<file path="src/design/rscc_pkg.sv">
package rscc_pkg;
  localparam int RSCC_W = 24;
  localparam int RSCC_ADDR_W = 2;
  // ****************************************
  // register map
  // ****************************************
  localparam logic [RSCC_ADDR_W-1:0] RSCC_OFS_CFG = 2'h0;
  // ****************************************
  // field positions
  // ****************************************
  localparam int RSCC_BIT_FLASH8 = 0;
  localparam int RSCC_BIT_HOST = 1;
  localparam int RSCC_BIT_ARB = 2;
  localparam int RSCC_BIT_RSVD3 = 3;
  localparam int RSCC_BIT_PCI66 = 4;
  localparam int RSCC_BIT_SPD_LO = 21;
  localparam int RSCC_BIT_SPD_HI = 22;
  localparam int RSCC_BIT_OVR_N = 23;
  // read-only field: bits 23:21
  localparam logic [23:0] RSCC_RO_MASK = 24'he00000;
  localparam logic [23:0] RSCC_RESET_VAL = 24'hffffff;
  // ****************************************
  // processor speed codes
  // ****************************************
  typedef enum logic [1:0] {
    RSCC_SPD_266 = 2'b00,
    RSCC_SPD_400 = 2'b01,
    RSCC_SPD_533 = 2'b10
  } rscc_speed_t;
  localparam logic [1:0] RSCC_SEL_FACT = 2'b00;
  localparam logic [1:0] RSCC_SEL_400 = 2'b01;
  localparam logic [1:0] RSCC_SEL_266 = 2'b11;
  typedef enum logic [1:0] {
    RSCC_ST_RESET = 2'b00,
    RSCC_ST_CAPTURE = 2'b01,
    RSCC_ST_RUN = 2'b10
  } rscc_state_t;
endpackage

</file>
<file path="src/design/rscc_if.sv">
`timescale 1ns/1ps
interface rscc_if;
  import rscc_pkg::*;
  logic [1:0] sel;
  logic override_n;
  rscc_speed_t fused;
  rscc_speed_t speed;
  modport ctrl (output sel, output override_n, output fused, input speed);
  modport lim (input sel, input override_n, input fused, output speed);
endinterface

</file>
<file path="src/design/rscc_speed_limit.sv">
`timescale 1ns/1ps
module rscc_speed_limit
  import rscc_pkg::*;
(
  rscc_if.lim sp
);
  rscc_speed_t req;
  always_comb begin
    req = sp.fused;
    if (!sp.override_n) begin
      case (sp.sel)
        RSCC_SEL_400: req = RSCC_SPD_400;
        RSCC_SEL_266: req = RSCC_SPD_266;
        // pattern 10 is undefined, treat like 00
        default: req = sp.fused;
      endcase
    end
  end
  // codes are ordered, so the lower code is the slower clock
  assign sp.speed = (req < sp.fused) ? req : sp.fused;
endmodule

</file>
<file path="src/design/rscc_top.sv">
`timescale 1ns/1ps
// How it works
// in reset, release address pins and capture all 24 pins into register.
// capture occurs on the first clock after synchronous reset release.
// bits 23..21 read-only; other bits writable and readable by software.
// every register bit drives a configuration output continuously.
// bit 4 selects PCI speed, 0 for 33 MHz, 1 for 66 MHz.
// bit 2 high enables the PCI arbiter.
// bit 1 high makes PCI the bus host.
// bit 0 selects flash width, 0 for 16-bit, 1 for 8-bit.
// board keeps pin 3 high; software always writes bit 3 as one.
// bit 23 low enables override; bits 22:21 pick factory, 400 or 266.
// effective processor speed is never above the fused grade.
// speed selection comes from pins 23..21 at reset release, held.
// the external-bus clock samples the address pins.
// override with undefined pattern 10 falls back to factory speed.
// software writes persist until the next reset recaptures the pins.
module rscc_top
  import rscc_pkg::*;
(
  input wire logic ext_bus_clock,
  input wire logic reset_n,
  input wire logic [23:0] ext_bus_addr_pins_in,
  output logic [23:0] ext_bus_addr_pins_out,
  output logic [23:0] ext_bus_addr_pins_oe,
  input wire logic [23:0] bus_addr_out,
  input wire logic bus_addr_drive,
  input wire logic [1:0] fused_speed,
  input wire logic reg_sel,
  input wire logic [RSCC_ADDR_W-1:0] reg_addr,
  input wire logic reg_write,
  input wire logic [23:0] reg_wdata,
  output logic [23:0] reg_rdata,
  output logic [23:0] strap_config,
  output logic pci_66mhz,
  output logic arbiter_enable_strap,
  output logic pci_host,
  output logic flash_8bit,
  output logic speed_select_hi,
  output logic speed_select_lo,
  output logic speed_override_n,
  output logic [1:0] cpu_speed
);
  // ****************************************
  // pin sampling
  // ****************************************
  logic [23:0] pin_meta;
  logic [23:0] pin_sync;
  always_ff @(posedge ext_bus_clock) begin
    pin_meta <= ext_bus_addr_pins_in;
    pin_sync <= pin_meta;
  end
  // ****************************************
  // capture sequencing
  // ****************************************
  rscc_state_t state;
  rscc_state_t next_state;
  always_comb begin
    case (state)
      RSCC_ST_RESET: next_state = RSCC_ST_CAPTURE;
      RSCC_ST_CAPTURE: next_state = RSCC_ST_RUN;
      RSCC_ST_RUN: next_state = RSCC_ST_RUN;
      default: next_state = RSCC_ST_RESET;
    endcase
  end
  always_ff @(posedge ext_bus_clock) begin
    if (!reset_n) begin
      state <= RSCC_ST_RESET;
    end else begin
      state <= next_state;
    end
  end
  state_walk_a: assert property (
    @(posedge ext_bus_clock) disable iff (!reset_n)
    state == RSCC_ST_CAPTURE |=> state == RSCC_ST_RUN)
    else $error("capture state did not move on to run");
  // pins stay released through reset and the capture edge
  always_comb begin
    ext_bus_addr_pins_out = bus_addr_out;
    if (state == RSCC_ST_RUN && bus_addr_drive) begin
      ext_bus_addr_pins_oe = 24'hffffff;
    end else begin
      ext_bus_addr_pins_oe = 24'h000000;
    end
  end
  // a released pin shows only its strap, never the bus address
  pins_released_a: assert property (
    @(posedge ext_bus_clock)
    state != RSCC_ST_RUN |-> ext_bus_addr_pins_oe == 24'h000000)
    else $error("address pins driven during capture");
  drive_on_a: assert property (
    @(posedge ext_bus_clock) disable iff (!reset_n)
    state == RSCC_ST_RUN && bus_addr_drive
    |-> ext_bus_addr_pins_oe == 24'hffffff
    && ext_bus_addr_pins_out == bus_addr_out)
    else $error("address pins not driven in run");
  // ****************************************
  // configuration register
  // ****************************************
  logic wr_hit;
  assign wr_hit = reg_sel && reg_write && reg_addr == RSCC_OFS_CFG
                  && state == RSCC_ST_RUN;
  always_ff @(posedge ext_bus_clock) begin
    if (!reset_n) begin
      strap_config <= RSCC_RESET_VAL;
    end else if (state == RSCC_ST_RESET) begin
      strap_config <= pin_sync;
    end else if (wr_hit) begin
      // top three bits keep the captured speed selection
      strap_config <= (strap_config & RSCC_RO_MASK)
                      | (reg_wdata & ~RSCC_RO_MASK);
    end
  end
  // capture takes the synchronised copy: straps settle two edges early
  reset_state_a: assert property (
    @(posedge ext_bus_clock)
    !reset_n |=> state == RSCC_ST_RESET && strap_config == RSCC_RESET_VAL
    && reg_rdata == 24'h000000)
    else $error("reset state not entered");
  capture_edge_a: assert property (
    @(posedge ext_bus_clock) disable iff (!reset_n)
    state == RSCC_ST_RESET |=> strap_config == $past(pin_sync))
    else $error("strap not captured after reset release");
  capture_once_a: assert property (
    @(posedge ext_bus_clock) disable iff (!reset_n)
    state == RSCC_ST_CAPTURE |=> $stable(strap_config))
    else $error("config changed in the capture cycle");
  ro_bits_a: assert property (
    @(posedge ext_bus_clock) disable iff (!reset_n)
    state == RSCC_ST_RUN && $past(state) == RSCC_ST_RUN
    |-> $stable(strap_config[23:21]))
    else $error("speed selection changed after capture");
  ro_write_a: assert property (
    @(posedge ext_bus_clock) disable iff (!reset_n)
    wr_hit |=> strap_config[23:21] == $past(strap_config[23:21]))
    else $error("read-only bits took write data");
  write_hit_a: assert property (
    @(posedge ext_bus_clock) disable iff (!reset_n)
    wr_hit |=> strap_config[20:0] == $past(reg_wdata[20:0]))
    else $error("writable bits not updated");
  persist_a: assert property (
    @(posedge ext_bus_clock) disable iff (!reset_n)
    state == RSCC_ST_RUN && !wr_hit |=> $stable(strap_config))
    else $error("config changed without a write");
  // ****************************************
  // register reads
  // ****************************************
  // a flop, so the word holds until the next read strobe
  always_ff @(posedge ext_bus_clock) begin
    if (!reset_n) begin
      reg_rdata <= 24'h000000;
    end else if (reg_sel && !reg_write) begin
      if (reg_addr == RSCC_OFS_CFG) begin
        reg_rdata <= strap_config;
      end else begin
        reg_rdata <= 24'h000000;
      end
    end
  end
  read_back_a: assert property (
    @(posedge ext_bus_clock) disable iff (!reset_n)
    reg_sel && !reg_write && reg_addr == RSCC_OFS_CFG
    |=> reg_rdata == $past(strap_config))
    else $error("read data mismatch");
  unmapped_read_a: assert property (
    @(posedge ext_bus_clock) disable iff (!reset_n)
    reg_sel && !reg_write && reg_addr != RSCC_OFS_CFG
    |=> reg_rdata == 24'h000000)
    else $error("unmapped read not zero");
  rdata_hold_a: assert property (
    @(posedge ext_bus_clock) disable iff (!reset_n)
    !(reg_sel && !reg_write) |=> $stable(reg_rdata))
    else $error("read data changed without a read");
  // ****************************************
  // decoded outputs
  // ****************************************
  assign pci_66mhz = strap_config[RSCC_BIT_PCI66];
  assign arbiter_enable_strap = strap_config[RSCC_BIT_ARB];
  assign pci_host = strap_config[RSCC_BIT_HOST];
  assign flash_8bit = strap_config[RSCC_BIT_FLASH8];
  assign speed_select_hi = strap_config[RSCC_BIT_SPD_HI];
  assign speed_select_lo = strap_config[RSCC_BIT_SPD_LO];
  assign speed_override_n = strap_config[RSCC_BIT_OVR_N];
  rscc_if sp ();
  assign sp.sel = {speed_select_hi, speed_select_lo};
  assign sp.override_n = speed_override_n;
  assign sp.fused = rscc_speed_t'(fused_speed);
  rscc_speed_limit i_rscc_speed_limit (
    .sp(sp)
  );
  assign cpu_speed = sp.speed;
  // fused code 11 is unused and never caps a selection
  speed_cap_a: assert property (
    @(posedge ext_bus_clock) disable iff (!reset_n)
    cpu_speed <= fused_speed)
    else $error("processor speed above fused grade");
  no_override_a: assert property (
    @(posedge ext_bus_clock) disable iff (!reset_n)
    speed_override_n || strap_config[22:21] == 2'h2
    |-> cpu_speed == fused_speed)
    else $error("factory speed not applied");
  sel_266_a: assert property (
    @(posedge ext_bus_clock) disable iff (!reset_n)
    !speed_override_n && strap_config[22:21] == RSCC_SEL_266
    |-> cpu_speed == RSCC_SPD_266)
    else $error("266 selection not applied");
  sel_400_a: assert property (
    @(posedge ext_bus_clock) disable iff (!reset_n)
    !speed_override_n && strap_config[22:21] == RSCC_SEL_400
    && fused_speed != RSCC_SPD_266 |-> cpu_speed == RSCC_SPD_400)
    else $error("400 selection not applied");
  pci_bits_a: assert property (
    @(posedge ext_bus_clock) disable iff (!reset_n)
    {pci_66mhz, arbiter_enable_strap, pci_host, flash_8bit}
    == {strap_config[4], strap_config[2:0]})
    else $error("config outputs disagree with register");
  speed_bits_a: assert property (
    @(posedge ext_bus_clock) disable iff (!reset_n)
    {speed_override_n, speed_select_hi, speed_select_lo}
    == strap_config[23:21])
    else $error("speed outputs disagree with register");
endmodule

</file>
<file path="config.mk">
export PLATFORM = sky130hd
export DESIGN_NAME = rscc_top
export DESIGN_NICKNAME = d
export VERILOG_FILES = /design/src/design/rscc_pkg.sv /design/src/design/rscc_if.sv /design/src/design/rscc_speed_limit.sv /design/src/design/rscc_top.sv
export SDC_FILE = /design/constraint.sdc
export NUM_CORES = 1
export LEC_CHECK = 0
export BUFFER_PORTS_ARGS = -buffer_cell sky130_fd_sc_hd__buf_4
export CORE_MARGIN = 5
export CORE_UTILIZATION = 46
export CTS_CLUSTER_DIAMETER = 200
export CTS_CLUSTER_SIZE = 12
export DETAILED_ROUTE_END_ITERATION = 16
export MAX_ROUTING_LAYER = met4
export PLACE_DENSITY_LB_ADDON = 0.3
export SLEW_MARGIN = 20
export SYNTH_ARGS = -nofsm -noshare
export SYNTH_HDL_FRONTEND = slang
export SYNTH_SLANG_ARGS = --single-unit
</file>
<file path="constraint.sdc">
create_clock -name ext_bus_clock -period 2.2 [get_ports ext_bus_clock]
set_input_delay 0.11 -clock ext_bus_clock [delete_from_list [all_inputs] [get_ports ext_bus_clock]]
set_output_delay 0.11 -clock ext_bus_clock [all_outputs]
set_load 0.02 [all_outputs]
</file>
==> summary.txt <==
Global route
  • First-pass GRT wire length: 12,070 um
  • Vias in the first global route: 2,486
  • M3 GR Usage: 3.857%
  • Gr ovfl total: 0
  • All-Layer GR Usage: 15.20%
  • Met1 GRT Util: 16.70%
  • Initial antenna violation count: 0
  • Routing usage on met2: 26.22%
  • Largest net degree at the start of global routing: 72
  • Most Crowded Layer GR: met2

Min path
  • Hold_sp: reg_wdata[2]
  • Hold/Removal Path Class: in -> reg
  • Hold EP: strap_config[2]
  • Min-Delay Path Depth: 4

Critical path
  • Critical Path AT: 1.79 ns
  • CP max stage cell: and2_1
  • Max stage delay on crit path: 0.57 ns
  • R2R Setup Slk: 0.50 ns
  • CP max FO: 24
  • Crit-path cells: inv_1 > ha_1 > and2_1 > buf_4
  • Crit. End Element: primary output
  • Reg2Reg Launch Point: state[0]
  • Critical Path RT: 2.09 ns
  • Crit path from: state[0]
  • Critical path class: reg -> out
  • Reg2Reg Depth: 6
  • Worst path bufs/invs: 2
  • Worst Setup Start Kind: register
  • Crit Reg-Reg Endpoint: strap_config[19]
  • Crit-path leading delay family: simple AND/OR/NAND/NOR gates

Clock tree
  • Number of buffers added for setup after CTS: 0
  • TritonCTS clock tree: yes
  • Clock Path Buffers: 2
  • # clock sinks: 98
  • CTS Buf Count: 9
  • Clock Latency Late Sink: 0.35 ns
  • Clock slew seen by the registers of the worst setup and hold paths: 0.09 ns
  • Root buf cell: clkbuf_8
  • Post-CTS resize count: 0
  • CTS H-Tree Depth: 3

Synth
  • EDFF count, synth: 0
  • Synthesized flop and latch total: 98
  • Sequential share of the synthesized area: 49.73%
  • Synth Cell Area: 3945 um2
  • Synth Net Count: 414
  • Synth top area share: 49.73%
  • Ys async rst share: 0%
  • Yosys top cell by area: dfxtp_1
  • Post-synthesis cell type count: 24
  • Ys Warns: 0
  • Prevailing post-synth register cell: dfxtp_1
  • Area contributors post-synth: dfxtp_1, buf_4, mux2_4, a22oi_2, mux2i_1
  • Post-synthesis cell count: 328
  • Mean post-synth cell area: 12.03 um2

Route
  • DRC violations left: 0
  • Average wire per standard cell: 14.27 um
  • Antenna viol nets, final: 0
  • Via count: 2,534
  • Initial drt markers: 78
  • Vias per cell: 4.701
  • TritonRoute pass-1 iters: 4
  • Total wire length: 7691 um

Place
  • Buffers on Ports: 134
  • Placed insts: 500
  • DP Worst Slack: 0.4783 ns
  • Final HPWL DP: 5389 um
  • Cell Area, Placed: 4597 um2
  • Placer congestion estimate: 0.7330

Floorplan
  • Die width: 102.6 um
  • Total Die Area: 10,530 um2
  • I/O pin cnt: 186
  • Core area: 8299 um2
  • Initial Utilization: 47.54%
  • Core Rows: 33
  • Die span in y: 102.6 um

Timing
  • Clock Skews: 0.01458 ns
  • RSZ-0062 raised after global routing: false
  • Worst slew margin: 56.64%
  • Pins Over Slew Limit: 0
  • Post-route setup slack: 0.2963 ns
  • Fin crit share: 86.53%
  • Final count of hold timing violations: 0
  • Fin crit period: 1.904 ns
  • Total negative slack: 0 ns
  • Endpoints failing setup: 0
  • Worst-margin pin slew: 0.6504 ns
  • Fmax: 525.3 MHz

Cells and area
  • # diodes: 0
  • Nets: 516
  • Fin cells: 539
  • Most frequent cells in the layout: buf_4, dfxtp_1, nand2_1, dlygate4sd3_1, mux2i_1
  • Fill count: 657
  • Layout cell share with drive strength beyond 1: 50.00%
  • Area growth syn-to-layout: 27.05%
  • Area of the multi-input gates: 1424 um2
  • Most common cell after layout, fill and taps aside: buf_4
  • FF/Latch Area: 1962 um2
  • Post-Layout Inst Area: 5012 um2

Power
  • Max VDD drop: 0.4377 mV
  • Cell area power density: 1090 nW/um2
  • PnR Total Power: 5462 uW
  • Leakage Power: 0.002275 uW

Flow run
  • Max-Cap Viols: 0

Outcome
  • Outcome: finished, final reports clean
==> synth_stat cells, types with 4 or more instances <==
cell,n
nor2b_2,20
dfxtp_1,98
mux2i_1,23
buf_4,56
nand2_1,24
mux2_4,20
buf_6,10
inv_1,5
a22oi_2,20
nand2b_1,22
ha_1,5
a22oi_1,4
nor2b_1,4
==> area by class of cell <==
class / instances / share of cell area, %
sequential: 98 / 39.14
multi-input combinational: 154 / 28.41
timing repair buffer: 162 / 25.96
tap: 105 / 2.621
clock buffer: 10 / 2.746
inverter: 5 / 0.3744
clock inverter: 5 / 0.7489
==> worst min-delay path, stage by stage <==
cell and delay (ns):
buf_4 0.08, mux2i_1 0.05, nand2_1 0.06, mux2_4 0.12
==> worst max-delay path by stage <==
stage / endpoint / cells after the start
after CTS: ext_bus_addr_pins_oe[9] / 4
after global placement: strap_config[19] / 6
after global routing: ext_bus_addr_pins_oe[0] / 4
final: ext_bus_addr_pins_oe[9] / 4
after floorplan: cpu_speed[0] / 5
after detailed placement: strap_config[19] / 6
==> where the power goes <==
part | switching, uW | internal, uW
Sequential | 196 | 2020
Clock | 604 | 442
Combinational | 1070 | 1130
==> what timing repair did <==
action | CTS | global route
setup endpoints to repair | 0 | 0
hold buffers | 24 | 0
endpoints found under the hold margin | 24 | 0
==> metal layers <==
layer	up-vias	part of all wire, %
met3	23	8.3
met5	-	0
li1	1227	-
met1	1178	38
met4	0	2.0
met2	106	51
==> per-stage QoR <==
| step | hold WS, ns | utilization (%) |
|---|---|---|
| 2_1_floorplan | 0.1377 | - |
| 3_3_place_gp | 0.2143 | 55.39 |
| 3_5_place_dp | 0.2156 | 55.39 |
| 4_1_cts | 0.07667 | 60.39 |
| 5_1_grt | 0.08763 | 60.39 |
| 6_report | 0.09204 | 60.39 |
==> state kept, by name, indices dropped and copies added (netlist names) <==
name	cells
state	2
reg_rdata	24
pin_meta	24
strap_config	24
pin_sync	24
==> cell families (layout without fill, tap and decap cells) <==
| kind of cell | Yosys count | after routing | synth area share [%] |
|---|---|---|---|
| AO/OA/AOI/OAI | 29 | 29 | 8.088 |
| adder cells (fa/ha/maj) | 5 | 5 | 1.586 |
| buffers and inverters | 76 | 182 | 14.53 |
| flip-flops | 98 | 98 | 49.73 |
| multiplexers | 44 | 44 | 13.73 |
| AND/OR/NAND/NOR | 76 | 76 | 12.34 |
(Power assumes the default switching activity.)
